==> src/hw/sws_defs.vh <==
// Purpose: constants for the stimulation waveform sequencer
// Assumes: timestep is one pulse of the sample tick input
// Notes: widths are fixed; counts are in timesteps
`ifndef SWS_DEFS_VH
`define SWS_DEFS_VH
`define SWS_NUM_CHAN 16
`define SWS_CHAN_W 5
`define SWS_TRIG_W 2
`define SWS_TRIG_NONE 2'h0
`define SWS_TRIG_BUTTON 2'h1
`define SWS_NUM_SLOTS 2'h2
`define SWS_AMP_W 16
`define SWS_CNT_W 24
`define SWS_PULSE_W 8
`define SWS_MAX_PULSES 8'h63
`define SWS_SEG_NUM 8
`define SWS_SEG_AW 3
`define SWS_REP_W 16
`define SWS_REP_INF 16'hffff
`define SWS_SAMPLE_HZ 20000
`endif

==> src/hw/sws_sequencer.v <==
// Purpose: per-channel stimulation waveform sequencer
// Assumes: tick_i pulses once per sample period, synchronous inputs
// Notes: segment list and biphasic waveform modes, one channel
`timescale 1ns/10ps
`default_nettype none
`include "sws_defs.vh"

// Operation
// - Segment 0 is resting level, held before trigger and after; length ignored
// - After trigger, segments play in order, each for its length in timesteps
// - Loop start..end repeats forever on -1, else the given extra count
// - Infinite repeat jumps loop end back to loop start until stopped
// - Channel index must be 0 to 15; otherwise validation error
// - Trigger source 0 is none, 1 is button rising edge, others reserved
// - Pulse count pulses per trigger, one gives single pulse, max 99
// - Multiple pulses start train period apart; single pulse needs zero period
// - Resting amplitude before, after pulses and during nonzero interphase gap
// - First phase amplitude for its duration; zero duration skips it
// - Interphase gap at rest for its duration; zero inserts no gap
// - Second phase amplitude for its duration; zero duration skips it
// - Wait post-trigger delay before first phase; zero starts immediately
// - Triggers ignored for refractory period after second phase ends
// - Refractory must cover post settle and recovery on and off times
// - Settle asserted pre-settle count before first phase; count within delay
// - Settle kept asserted post-settle count after second phase ends
// - Settle-maintain holds settle across whole train including idle gaps
// - Recovery on after on-count, off after off-count from second phase end
// - Any violation halts permanently, lights error lamp, sets bad waveform flag
// - Disabled settle or recovery features require their fields zero
// - Build options select settle method and recovery method
// - One timestep equals one sample tick period, 50 us at 20 kHz
// - Segments carry settle and recovery bits applied while active
// - Trigger index limited to number of slots, default two
module sws_sequencer #(
  parameter TRAD_FAST_SETTLE = 1,
  parameter RECOVERY_SWITCH = 1
) (
  input wire clk_sys_i,
  input wire rstn_i,
  input wire tick_i,
  input wire enable_i,
  input wire seg_mode_i,
  input wire button_trigger_pin,
  input wire [`SWS_TRIG_W-1:0] trig_source_i,
  input wire [`SWS_CHAN_W-1:0] channel_i,
  input wire [`SWS_PULSE_W-1:0] num_pulses_i,
  input wire [`SWS_CNT_W-1:0] train_period_i,
  input wire [`SWS_AMP_W-1:0] rest_amp_i,
  input wire [`SWS_AMP_W-1:0] ph1_amp_i,
  input wire [`SWS_AMP_W-1:0] ph2_amp_i,
  input wire [`SWS_CNT_W-1:0] delay_i,
  input wire [`SWS_CNT_W-1:0] ph1_dur_i,
  input wire [`SWS_CNT_W-1:0] gap_dur_i,
  input wire [`SWS_CNT_W-1:0] ph2_dur_i,
  input wire [`SWS_CNT_W-1:0] refr_i,
  input wire settle_en_i,
  input wire [`SWS_CNT_W-1:0] pre_settle_i,
  input wire [`SWS_CNT_W-1:0] post_settle_i,
  input wire settle_hold_i,
  input wire recov_en_i,
  input wire [`SWS_CNT_W-1:0] recov_on_i,
  input wire [`SWS_CNT_W-1:0] recov_off_i,
  input wire seg_we_i,
  input wire [`SWS_SEG_AW-1:0] seg_waddr_i,
  input wire [`SWS_CNT_W-1:0] seg_len_i,
  input wire [`SWS_AMP_W-1:0] seg_amp_i,
  input wire seg_settle_i,
  input wire seg_recov_i,
  input wire [`SWS_SEG_AW-1:0] seg_last_i,
  input wire [`SWS_SEG_AW-1:0] loop_start_i,
  input wire [`SWS_SEG_AW-1:0] loop_end_i,
  input wire [`SWS_REP_W-1:0] loop_rep_i,
  output reg [`SWS_AMP_W-1:0] amp_o,
  output reg [3:0] chan_o,
  output reg fast_settle_o,
  output reg cutoff_switch_o,
  output reg recov_switch_o,
  output reg recov_limit_o,
  output reg active_o,
  output reg refractory_o,
  output reg bad_waveform_flag,
  output reg error_led_o
);

  localparam [6:0] ST_IDLE = 7'h01;
  localparam [6:0] ST_DELAY = 7'h02;
  localparam [6:0] ST_PH1 = 7'h04;
  localparam [6:0] ST_GAP = 7'h08;
  localparam [6:0] ST_PH2 = 7'h10;
  localparam [6:0] ST_WAIT = 7'h20;
  localparam [6:0] ST_SEG = 7'h40;

  // Segment table, small enough for flops
  reg [`SWS_CNT_W-1:0] seg_len_m [0:`SWS_SEG_NUM-1];
  reg [`SWS_AMP_W-1:0] seg_amp_m [0:`SWS_SEG_NUM-1];
  reg [1:0] seg_ctl_m [0:`SWS_SEG_NUM-1];

  reg [6:0] state_r;
  reg [`SWS_CNT_W-1:0] cnt_r;
  reg [`SWS_CNT_W-1:0] per_r;
  reg [`SWS_CNT_W-1:0] post_r;
  reg [`SWS_PULSE_W-1:0] pulses_r;
  reg [`SWS_SEG_AW-1:0] seg_r;
  reg [`SWS_REP_W-1:0] rep_r;
  reg post_run_r;
  reg button_q_r;
  reg settle_r;
  reg recov_r;
  reg [`SWS_AMP_W-1:0] amp_r;
  wire trig_fire;
  wire cfg_bad;
  wire [`SWS_CNT_W-1:0] post_max;
  wire ph1_on;
  wire gap_on;
  wire ph2_on;
  reg [6:0] phase_nxt;
  reg step_done;

  // Larger of two counts, used twice
  function [`SWS_CNT_W-1:0] cmax;
    input [`SWS_CNT_W-1:0] a;
    input [`SWS_CNT_W-1:0] b;
    begin
      cmax = (a > b) ? a : b;
    end
  endfunction

  // First step at or after 'from' whose length is nonzero; idle marks end
  function [6:0] skip_to;
    input [1:0] from;
    input n1;
    input ng;
    input n2;
    begin
      if (from == 2'h0 && n1)
        skip_to = ST_PH1;
      else if (from <= 2'h1 && ng)
        skip_to = ST_GAP;
      else if (from <= 2'h2 && n2)
        skip_to = ST_PH2;
      else
        skip_to = ST_IDLE;
    end
  endfunction

  assign ph1_on = (ph1_dur_i != 24'h000000);
  assign gap_on = (gap_dur_i != 24'h000000);
  assign ph2_on = (ph2_dur_i != 24'h000000);

  // Step end and successor; zero phases are skipped, not played for a tick
  always @* begin
    step_done = 1'b0;
    phase_nxt = ST_IDLE;
    case (state_r)
      ST_DELAY: begin
        step_done = (cnt_r >= delay_i);
        phase_nxt = skip_to(2'h0, ph1_on, gap_on, ph2_on);
      end
      ST_WAIT: begin
        step_done = (per_r + 24'h000001 >= train_period_i);
        phase_nxt = skip_to(2'h0, ph1_on, gap_on, ph2_on);
      end
      ST_PH1: begin
        step_done = (cnt_r + 24'h000001 >= ph1_dur_i);
        phase_nxt = skip_to(2'h1, ph1_on, gap_on, ph2_on);
      end
      ST_GAP: begin
        step_done = (cnt_r + 24'h000001 >= gap_dur_i);
        phase_nxt = skip_to(2'h2, ph1_on, gap_on, ph2_on);
      end
      ST_PH2: begin
        step_done = (cnt_r + 24'h000001 >= ph2_dur_i);
        phase_nxt = skip_to(2'h3, ph1_on, gap_on, ph2_on);
      end
      default: begin
        step_done = 1'b0;
        phase_nxt = ST_IDLE;
      end
    endcase
  end

  // Amplitude follows the state, so a phase shows on the tick it starts
  always @* begin
    amp_r = rest_amp_i;
    case (state_r)
      ST_IDLE: amp_r = seg_mode_i ? seg_amp_m[0] : rest_amp_i;
      ST_PH1: amp_r = ph1_amp_i;
      ST_GAP: amp_r = rest_amp_i;
      ST_PH2: amp_r = ph2_amp_i;
      ST_SEG: amp_r = seg_amp_m[seg_r];
      default: amp_r = rest_amp_i;
    endcase
  end

  // Validation of the loaded parameters
  assign post_max = cmax(post_settle_i, cmax(recov_on_i, recov_off_i));
  assign cfg_bad = (channel_i >= `SWS_NUM_CHAN) |
    (trig_source_i > `SWS_NUM_SLOTS) |
    (!seg_mode_i && (num_pulses_i == 8'h00 ||
      num_pulses_i > `SWS_MAX_PULSES)) |
    (!seg_mode_i && num_pulses_i == 8'h01 &&
      train_period_i != 24'h000000) |
    (!seg_mode_i && refr_i < post_max) |
    (settle_en_i && pre_settle_i > delay_i) |
    (recov_en_i && recov_off_i < recov_on_i) |
    (!settle_en_i && (pre_settle_i != 24'h000000 ||
      post_settle_i != 24'h000000 || settle_hold_i)) |
    (!recov_en_i && (recov_on_i != 24'h000000 ||
      recov_off_i != 24'h000000)) |
    (seg_mode_i && (loop_end_i < loop_start_i ||
      loop_end_i > seg_last_i || loop_start_i == 3'h0));

  // Only source 1 is wired; reserved sources never fire
  assign trig_fire = (trig_source_i == `SWS_TRIG_BUTTON) &&
    button_trigger_pin && !button_q_r;

  // Segment table writes
  always @(posedge clk_sys_i) begin
    if (seg_we_i) begin
      seg_len_m[seg_waddr_i] <= seg_len_i;
      seg_amp_m[seg_waddr_i] <= seg_amp_i;
      seg_ctl_m[seg_waddr_i] <= {seg_settle_i, seg_recov_i};
    end
  end

  // Main sequencer, advances only on the timestep tick
  always @(posedge clk_sys_i) begin
    if (!rstn_i) begin
      state_r <= ST_IDLE;
      cnt_r <= 24'h000000;
      per_r <= 24'h000000;
      post_r <= 24'h000000;
      pulses_r <= 8'h00;
      seg_r <= 3'h0;
      rep_r <= 16'h0000;
      post_run_r <= 1'b0;
      button_q_r <= 1'b0;
      settle_r <= 1'b0;
      recov_r <= 1'b0;
      bad_waveform_flag <= 1'b0;
      error_led_o <= 1'b0;
      refractory_o <= 1'b0;
    end else if (enable_i && cfg_bad) begin
      // Error sticks until reset: treat as a halt
      bad_waveform_flag <= 1'b1;
      error_led_o <= 1'b1;
      state_r <= ST_IDLE;
      settle_r <= 1'b0;
      recov_r <= 1'b0;
    end else if (tick_i && !bad_waveform_flag) begin
      button_q_r <= button_trigger_pin;
      // Post-pulse windows run off their own counter
      if (post_run_r && !seg_mode_i) begin
        post_r <= post_r + 24'h000001;
        if (post_r + 24'h000001 >= refr_i)
          post_run_r <= 1'b0;
      end
      if (!seg_mode_i)
        refractory_o <= post_run_r &&
          (post_r + 24'h000001 < refr_i);
      if (!seg_mode_i)
        recov_r <= recov_en_i && post_run_r &&
          post_r >= recov_on_i && post_r < recov_off_i;
      if (state_r != ST_IDLE && state_r != ST_SEG)
        per_r <= per_r + 24'h000001;
      case (state_r)
        ST_IDLE: begin
          settle_r <= !seg_mode_i && settle_en_i && post_run_r &&
            post_r < post_settle_i;
          if (seg_mode_i) begin
            {settle_r, recov_r} <= seg_ctl_m[0];
          end
          if (trig_fire && enable_i && !refractory_o) begin
            if (seg_mode_i) begin
              state_r <= ST_SEG;
              seg_r <= 3'h1;
              cnt_r <= 24'h000000;
              rep_r <= loop_rep_i;
            end else begin
              state_r <= ST_DELAY;
              cnt_r <= 24'h000000;
              per_r <= 24'h000000;
              pulses_r <= num_pulses_i;
              post_run_r <= 1'b0;
            end
          end
        end
        ST_DELAY, ST_WAIT, ST_PH1, ST_GAP, ST_PH2: begin
          cnt_r <= cnt_r + 24'h000001;
          // Maintain only bridges the idle part of the train
          if (state_r == ST_DELAY || state_r == ST_WAIT)
            settle_r <= settle_en_i && ((state_r == ST_WAIT &&
              settle_hold_i) || (cnt_r + pre_settle_i >= delay_i) ||
              (post_run_r && post_r < post_settle_i));
          else
            settle_r <= settle_en_i;
          if (step_done) begin
            cnt_r <= 24'h000000;
            // Pulse start: train period is measured start to start
            if (state_r == ST_DELAY || state_r == ST_WAIT)
              per_r <= 24'h000000;
            if (phase_nxt != ST_IDLE) begin
              state_r <= phase_nxt;
            end else begin
              post_run_r <= 1'b1;
              post_r <= 24'h000000;
              pulses_r <= pulses_r - 8'h01;
              if (pulses_r > 8'h01)
                state_r <= ST_WAIT;
              else
                state_r <= ST_IDLE;
            end
          end
        end
        ST_SEG: begin
          {settle_r, recov_r} <= seg_ctl_m[seg_r];
          cnt_r <= cnt_r + 24'h000001;
          if (cnt_r + 24'h000001 >= seg_len_m[seg_r]) begin
            cnt_r <= 24'h000000;
            if (seg_r == loop_end_i && rep_r != 16'h0000) begin
              seg_r <= loop_start_i;
              if (rep_r != `SWS_REP_INF)
                rep_r <= rep_r - 16'h0001;
            end else if (seg_r == seg_last_i) begin
              state_r <= ST_IDLE;
            end else begin
              seg_r <= seg_r + 3'h1;
            end
          end
        end
        default: state_r <= ST_IDLE;
      endcase
    end
  end

  // Outputs steered by build options
  always @(posedge clk_sys_i) begin
    if (!rstn_i) begin
      amp_o <= 16'h0000;
      chan_o <= 4'h0;
      fast_settle_o <= 1'b0;
      cutoff_switch_o <= 1'b0;
      recov_switch_o <= 1'b0;
      recov_limit_o <= 1'b0;
      active_o <= 1'b0;
    end else begin
      amp_o <= amp_r;
      chan_o <= channel_i[3:0];
      fast_settle_o <= settle_r && (TRAD_FAST_SETTLE != 0);
      cutoff_switch_o <= settle_r && (TRAD_FAST_SETTLE == 0);
      recov_switch_o <= recov_r && (RECOVERY_SWITCH != 0);
      recov_limit_o <= recov_r && (RECOVERY_SWITCH == 0);
      active_o <= (state_r != ST_IDLE);
    end
  end

endmodule // sws_sequencer
`default_nettype wire

==> config.mk <==
export PLATFORM = sky130hd
export DESIGN_NAME = sws_sequencer
export DESIGN_NICKNAME = d
export VERILOG_FILES = /design/src/hw/sws_sequencer.v
export VERILOG_INCLUDE_DIRS = /design/src /design/src/hw
export SDC_FILE = /design/constraint.sdc
export NUM_CORES = 1
export LEC_CHECK = 0
export BUFFER_PORTS_ARGS = -buffer_cell sky130_fd_sc_hd__buf_2
export CAP_MARGIN = 5
export CORE_UTILIZATION = 54
export DETAILED_ROUTE_END_ITERATION = 10
export GPL_ROUTABILITY_DRIVEN = 0
export PLACE_DENSITY = 0.86
export SKIP_CTS_REPAIR_TIMING = 1
export SLEW_MARGIN = 20
export SYNTH_ARGS = -nofsm -noshare
export SYNTH_HDL_FRONTEND = slang
export SYNTH_SLANG_ARGS = --single-unit
==> constraint.sdc <==
create_clock -name clk_sys_i -period 8.6 [get_ports clk_sys_i]
set_clock_uncertainty 0.05 [all_clocks]
set_input_delay 0.86 -clock clk_sys_i [delete_from_list [all_inputs] [get_ports clk_sys_i]]
set_output_delay 0.86 -clock clk_sys_i [all_outputs]
set_load 0.005 [all_outputs]
* Word level (Yosys, flattened, before mapping)
Memory sizes are Yosys's and may differ from the RTL's. A register that Yosys moved wholly into a read port is not among the register bits. Cells that the tools add are included.
Operators by class: equal/unequal tests 26, bitwise operators 12, order comparisons 23, multiply operators 0, reduce and logical (&&, ||, !) cells 68, add/subtract/negate cells 7, shifts and indexed selects 0, muxes and demuxes 70, div/mod/pow operators 0
Operators with widths (count):
- $mux W24 | 14
- $ge A24 B24 Y1 | 9
- $reduce_bool A24 Y1 | 8
- $lt A24 B24 Y1 | 5
- $mux W16 | 6
- $add A24 B1 Y24 const B | 3
- $gt A24 B24 Y1 | 3
- $pmux W24 S3 | 1
- $pmux W16 S4 | 1
- $mux W7 | 7
- $pmux W24 S2 | 1
- $pmux W7 S3 | 2
- $mux W3 | 11
- $mux W8 | 4
- $pmux W16 S2 | 1
- $logic_and A1 B1 Y1 | 28
- $add A24 B24 Y24 | 1
- $ne A2 B2 Y1 const B | 9
- $ne A16 B16 Y1 const B | 1
- $pmux W8 S2 | 1
- $reduce_bool A16 Y1 | 1
- $sub A16 B1 Y16 const B | 1
- $mux W5 | 3
- $ne A7 B1 Y1 const B | 2
- 43 further kinds | 83
Word-level totals: logic and storage cells 227, bits in read-only memories 0, bits in latches 0, register bits 135, memories kept 3, RAM bits 336
Memory list:
- seg_len_m | words 8, bits a word 24, read ports 1, clocked after memory_dff 1, write ports 1, RTL line sws_sequencer.v:94 | reg [`SWS_CNT_W-1:0] seg_len_m [0:`SWS_SEG_NUM-1];
- seg_amp_m | words 8, bits a word 16, read ports 2, clocked after memory_dff 1, write ports 1, RTL line sws_sequencer.v:95 | reg [`SWS_AMP_W-1:0] seg_amp_m [0:`SWS_SEG_NUM-1];
- seg_ctl_m | words 8, bits a word 2, read ports 2, clocked after memory_dff 1, write ports 1, RTL line sws_sequencer.v:96 | reg [1:0] seg_ctl_m [0:`SWS_SEG_NUM-1];

* Longest topological paths before layout
depth after elaboration 17, depth in mapped cells 34, mapped depth without buffers 29

* Worst setup path after synthesis
Ideal clock, no wire load.
path type input to register, from input recov_on_i[21], to register post_r[2], slack 0.522 ns, arrival time 7.900 ns, stages 32, library setup time 0.128 ns, cell sequence inv_1 ha_1 a21o_1 a21o_1 a21oi_1 o21a_1 o211ai_1 nor2_1 clkbuf_1 nor2_1 a21oi_1 ha_1 a21o_1 a21o_1 a2111oi_0 o21a_1 nor3_1 o31ai_2 clkbuf_1 mux2_2 ha_1 and4_1 nand3_1 or3_1 o2111ai_1 a211oi_1 and3_1 a22oi_1 nand4_1 o31ai_1 clkbuf_1 nor2_1
On the way: cells in the longest elaborated chain, start to end 15
RTL lines:
- from (decl) | RTL line sws_sequencer.v:61 | input wire [`SWS_CNT_W-1:0] recov_on_i,
- $gt A24 B24 Y1 | RTL line sws_sequencer.v:124 | cmax = (a > b) ? a : b;
- $mux W24 | RTL line sws_sequencer.v:124
- $gt A24 B24 Y1 | RTL line sws_sequencer.v:124
- $mux W24 | RTL line sws_sequencer.v:124
- $lt A24 B24 Y1 | RTL line sws_sequencer.v:203 | (!seg_mode_i && refr_i < post_max) |
- $logic_and A1 B1 Y1 | RTL line sws_sequencer.v:203
- $or A1 B1 Y1 (4 in series) | RTL line sws_sequencer.v:197 | assign cfg_bad = (channel_i >= `SWS_NUM_CHAN) |
- $or A1 B1 Y1 * (2 in series) | RTL line sws_sequencer.v:197
- $logic_and A1 B1 Y1 * | RTL line sws_sequencer.v:243 | end else if (enable_i && cfg_bad) begin
- $not A1 Y1 (no line) *
- $reduce_and A2 Y1 (no line) *
- to (signal assigned) | RTL line sws_sequencer.v:254 | post_r <= post_r + 24'h000001;
- to (decl) | RTL line sws_sequencer.v:101 | reg [`SWS_CNT_W-1:0] post_r;
Every way passes the cells marked *; elsewhere a longest branch is shown, timed or not. A chain may end at the register's enable or synchronous reset.

* Worst setup path after layout
from input recov_on_i[23], to register pulses_r[3]
On the way: cells in the longest elaborated chain, start to end 15
RTL lines:
- $gt A24 B24 Y1 | RTL line sws_sequencer.v:124
- $mux W24 | RTL line sws_sequencer.v:124
- $gt A24 B24 Y1 | RTL line sws_sequencer.v:124
- $mux W24 | RTL line sws_sequencer.v:124
- $lt A24 B24 Y1 | RTL line sws_sequencer.v:203
- $logic_and A1 B1 Y1 | RTL line sws_sequencer.v:203
- $or A1 B1 Y1 (4 in series) | RTL line sws_sequencer.v:197
- $or A1 B1 Y1 * (2 in series) | RTL line sws_sequencer.v:197
- $logic_and A1 B1 Y1 * | RTL line sws_sequencer.v:243
- $not A1 Y1 (no line) *
- $reduce_and A7 Y1 (no line) *
- to (signal assigned) | RTL line sws_sequencer.v:283 | pulses_r <= num_pulses_i;
- to (signal assigned) | RTL line sws_sequencer.v:307 | pulses_r <= pulses_r - 8'h01;
- to (decl) | RTL line sws_sequencer.v:102 | reg [`SWS_PULSE_W-1:0] pulses_r;
Marks and branches as above.

==> impl_results.md <==
* Endpoint with the worst hold slack: pulses_r[7]$_SDFFE_PN0P_
* Master of the slowest instance on the critical path: a21oi_1
* Max Cap Violations at 0
* Antenna viol nets, final at 0
* Share of total power in combinational logic at 0.135
* Number of max-slew violations in the final report at 0
* Count of TritonRoute iterations in the first routing pass at 8
* Area contributors post-synth: edfxtp_1, ha_1, dfxtp_1
* Final critical-path share of the clock period at 0.940
* Share of total power in the clock network at 0.377
* Sequential Power Share at 0.488
* Cells after synthesis at 2,914
* Net Switching at roughly 0.0013 W
* Number of violations reported at the end of detailed-routing iteration 0 at approximately 2.3k
* Setup slack of the worst register-to-register path at 1.25 ns
* Critical register-to-register path startpoint: cnt_r[0]$_SDFFE_PN0P_
* Floorplan die area at between 50,000 and 60,000 um2
* CP Class: primary input to flop
* Post-layout nets at 4,077
* Final Hold Viols at 0
* Most instantiated cells after synthesis: ha_1, edfxtp_1, inv_1
* Min-Delay Path Class: flop to flop
* Hpwl dp at ~70,000 um
* Starting density of the core at 0.550
* Family with the most delay on the worst path: compound AO/OA/AOI/OAI gates
* Critical path launch point: recov_on_i[23]
* H-tree level count at 2
* Count of boundary I/O pins at about 400
* Area of the core at ~57,000 um2
* Peak supply drop at between 0.2 and 0.3 mV
* Clock tree from TritonCTS: done
* Final setup violating endpoints at 0
* Depth of the worst register-to-register path at 20
* Buffer levels on the longest clock path at 3
* Average wire per standard cell at approximately 23 um
* Global route total overflow at 0
* Main flop type after synthesis: edfxtp_1
* Data required, critical path at around 9.0 ns
* Number of synthesized register bits at between 400 and 500
* Mapped Area at 31,200 um2
* Share of synthesized registers carrying an async set or reset at 0
* Internal power contribution at between 0.003 and 0.004 W
* Critical Path Fanout Max at between 40 and 50
* Port Buf Inserts at between 400 and 500
* CP Launch Type: primary input
* Hold depth at 2
* Post-synthesis average cell area at 10.7 um2
* Post-Route WL at between 90,000 and 100,000 um
* Global-route wire length before repair at approximately 140,000 um
* Most instantiated library cell after synthesis: ha_1
* Root cell of the clock tree: clkbuf_16
* Minimum setup slack in the final design at between 0.5 and 0.6 ns
* Critical R2R Capture: cnt_r[0]$_SDFFE_PN0P_
* Worst path depth at 30
* Distinct cells, synth at 85
* Std cell rows at between 80 and 90
* Transition time at the pin with the least slew margin at between 1 and 1.5 ns
* Number of buffer and inverter instances along the worst setup path at 5
* Critical Path Max Stage Delay at 0.59 ns
* Die extent in y at between 200 and 250 um
* Number of buffers created by CTS at 45
* Worst-path clk slew at roughly 0.060 ns
* Worst Min Path Start: pulses_r[7]$_SDFFE_PN0P_
* Power density over cell area at ~140 nW/um2
* Post-detailed-route DRC marker count at 0
* Arrival time of the worst setup path at 8.50 ns
* RSZ-0062 raised after global routing: false
* # clock sinks at between 400 and 500
* Maximum number of pins on one net before global-route repair at 63
* Cell type contributing the most total cell area after synthesis: edfxtp_1
* Clock latency of the later-clocked register in the worst-skew pair at ~0.57 ns
* Worst Setup Slack post-DPL at approximately 0.15 ns
* Relative slew slack at 0.231
* Top cell type's share of synthesized area at 0.323
* Worst-case hold slack at roughly 0.42 ns
* Share of layout cells above drive strength 1 at 0.200
* Fraction of power spent switching nets at 0.254
* Number of global-route vias before repair at between 20k and 30k
* Crit path capture type: flop
* Number of synthesized flops with an enable pin at 336
* Sequential fraction of the synthesis area at 0.412
* Die span in x at ~240 um
* Total leakage power at 15.1 nW
* Sum of negative setup slack at 0 ns
* Total routing resource utilization after global routing at 0.311
* Result of the run: finished clean
* Timing-limited maximum frequency at about 120 MHz
* Post-layout min period at 8.08 ns
* Growth of design area from synthesis to finish at 14.2%
* Synthesis Warnings at 0
* Antenna violations before repair at 14
* Ratio of routed vias to standard cells at 6.39
* Via count of the routed design at around 26k
## area by class of cell
class                   count  area [um2]
diodes                      6        15.0
clock buffers              55        1170
clock inverters            28         258
fillers                  4365       21100
inverters                 257         965
multi-input cells        2081       17100
flip-flops and latches    474       12900
well taps                 756         946
repair buffers            442        2320
## kinds of logic (layout without fill, tap and decap cells)
family,Yosys count,in the layout,synth area share
and+or+nand+nor,750,750,0.129
AOI/OAI and AO/OA,692,692,0.148
DFF,474,474,0.412
adders and majority gates,393,393,0.158
buffers and inverters,360,782,0.0442
muxes,154,154,0.0841
xor gates and xnor gates,90,90,0.0253
other,1,8,0.000120
## placed cells by master, fill, tap and decap left out, drive strengths merged, types with 45 or more instances in the layout
cell type    n
mux4        84
ha         392
nand2      105
inv        258
o21ai      108
xnor2       69
nor2       175
buf        442
a21o        93
dfxtp      138
nand3       64
nor4        70
nor3        47
clkbuf      55
nand4       74
a21oi      213
or4         46
o31ai       53
edfxtp     336
mux2i       45
## layer usage
metal | share of wire | vias up | routed length (um) | global-route usage
met5 | 0.0015 | - | 138 | 0
met4 | 0.057 | 20 | 5350 | 0.162
met3 | 0.098 | 312 | 9220 | 0.0711
met2 | 0.47 | 1392 | 43800 | 0.515
met1 | 0.38 | 12443 | 35200 | 0.379
li1 | - | 12012 | - | -
## worst register-to-register path, cell delays in order, from the launching register on
cell       delay (ns)
dfxtp_1          0.64
ha_1             0.32
nand3_1          0.24
nor4_1           0.61
and3_1           0.33
inv_1            0.08
nor3_1           0.22
nand3_1          0.19
nor4_1           0.56
xnor2_1          0.38
ha_1             0.39
a21oi_1          0.14
nor2b_1          0.06
a2111oi_0        0.54
o211ai_1         0.16
a21o_1           0.21
a2111o_1         0.49
o21bai_2         0.37
buf_4            0.36
and4_1           0.67
mux2_2           0.27
## worst max-delay path by stage
stage                          endpoint  slack (ns)
3_3_place_gp   pulses_r[6]$_SDFFE_PN0P_        0.34
2_1_floorplan    post_r[2]$_SDFFE_PN0P_        0.52
4_1_cts        pulses_r[2]$_SDFFE_PN0P_        0.74
3_5_place_dp   pulses_r[7]$_SDFFE_PN0P_        0.15
6_report       pulses_r[3]$_SDFFE_PN0P_        0.52
5_1_grt        pulses_r[2]$_SDFFE_PN0P_        0.18
## registers in the layout (all words and copies together) (netlist names), 3 cells and up, named ones only
register,flops
amp_o,16
chan_o,4
cnt_r,24
per_r,24
post_r,24
pulses_r,8
rep_r,16
seg_amp_m,128
seg_ctl_m,16
seg_len_m,192
seg_r,3
state_r,7
## metrics by stage
step	util	cell area [um2]	instances	power (W)
floorplan	-	31200	2915	0.00294
global placement	0.603	34200	4010	0.00322
detailed placement	0.603	34200	4010	0.00325
CTS	0.628	35600	4093	0.00517
global route	0.628	35600	4094	0.00535
finish	0.629	35600	4099	0.00517
## power by group through the flow
stage	Clock [W]	Sequential (W)	Combinational, W
floorplan	0	0.00257	0.000378
global placement	0	0.00257	0.000657
detailed placement	0	0.00257	0.000676
CTS	0.00197	0.00252	0.000681
global route	0.00206	0.00253	0.000759
finish	0.00195	0.00252	0.000698
Note: power is estimated with default switching activity, not from simulation.
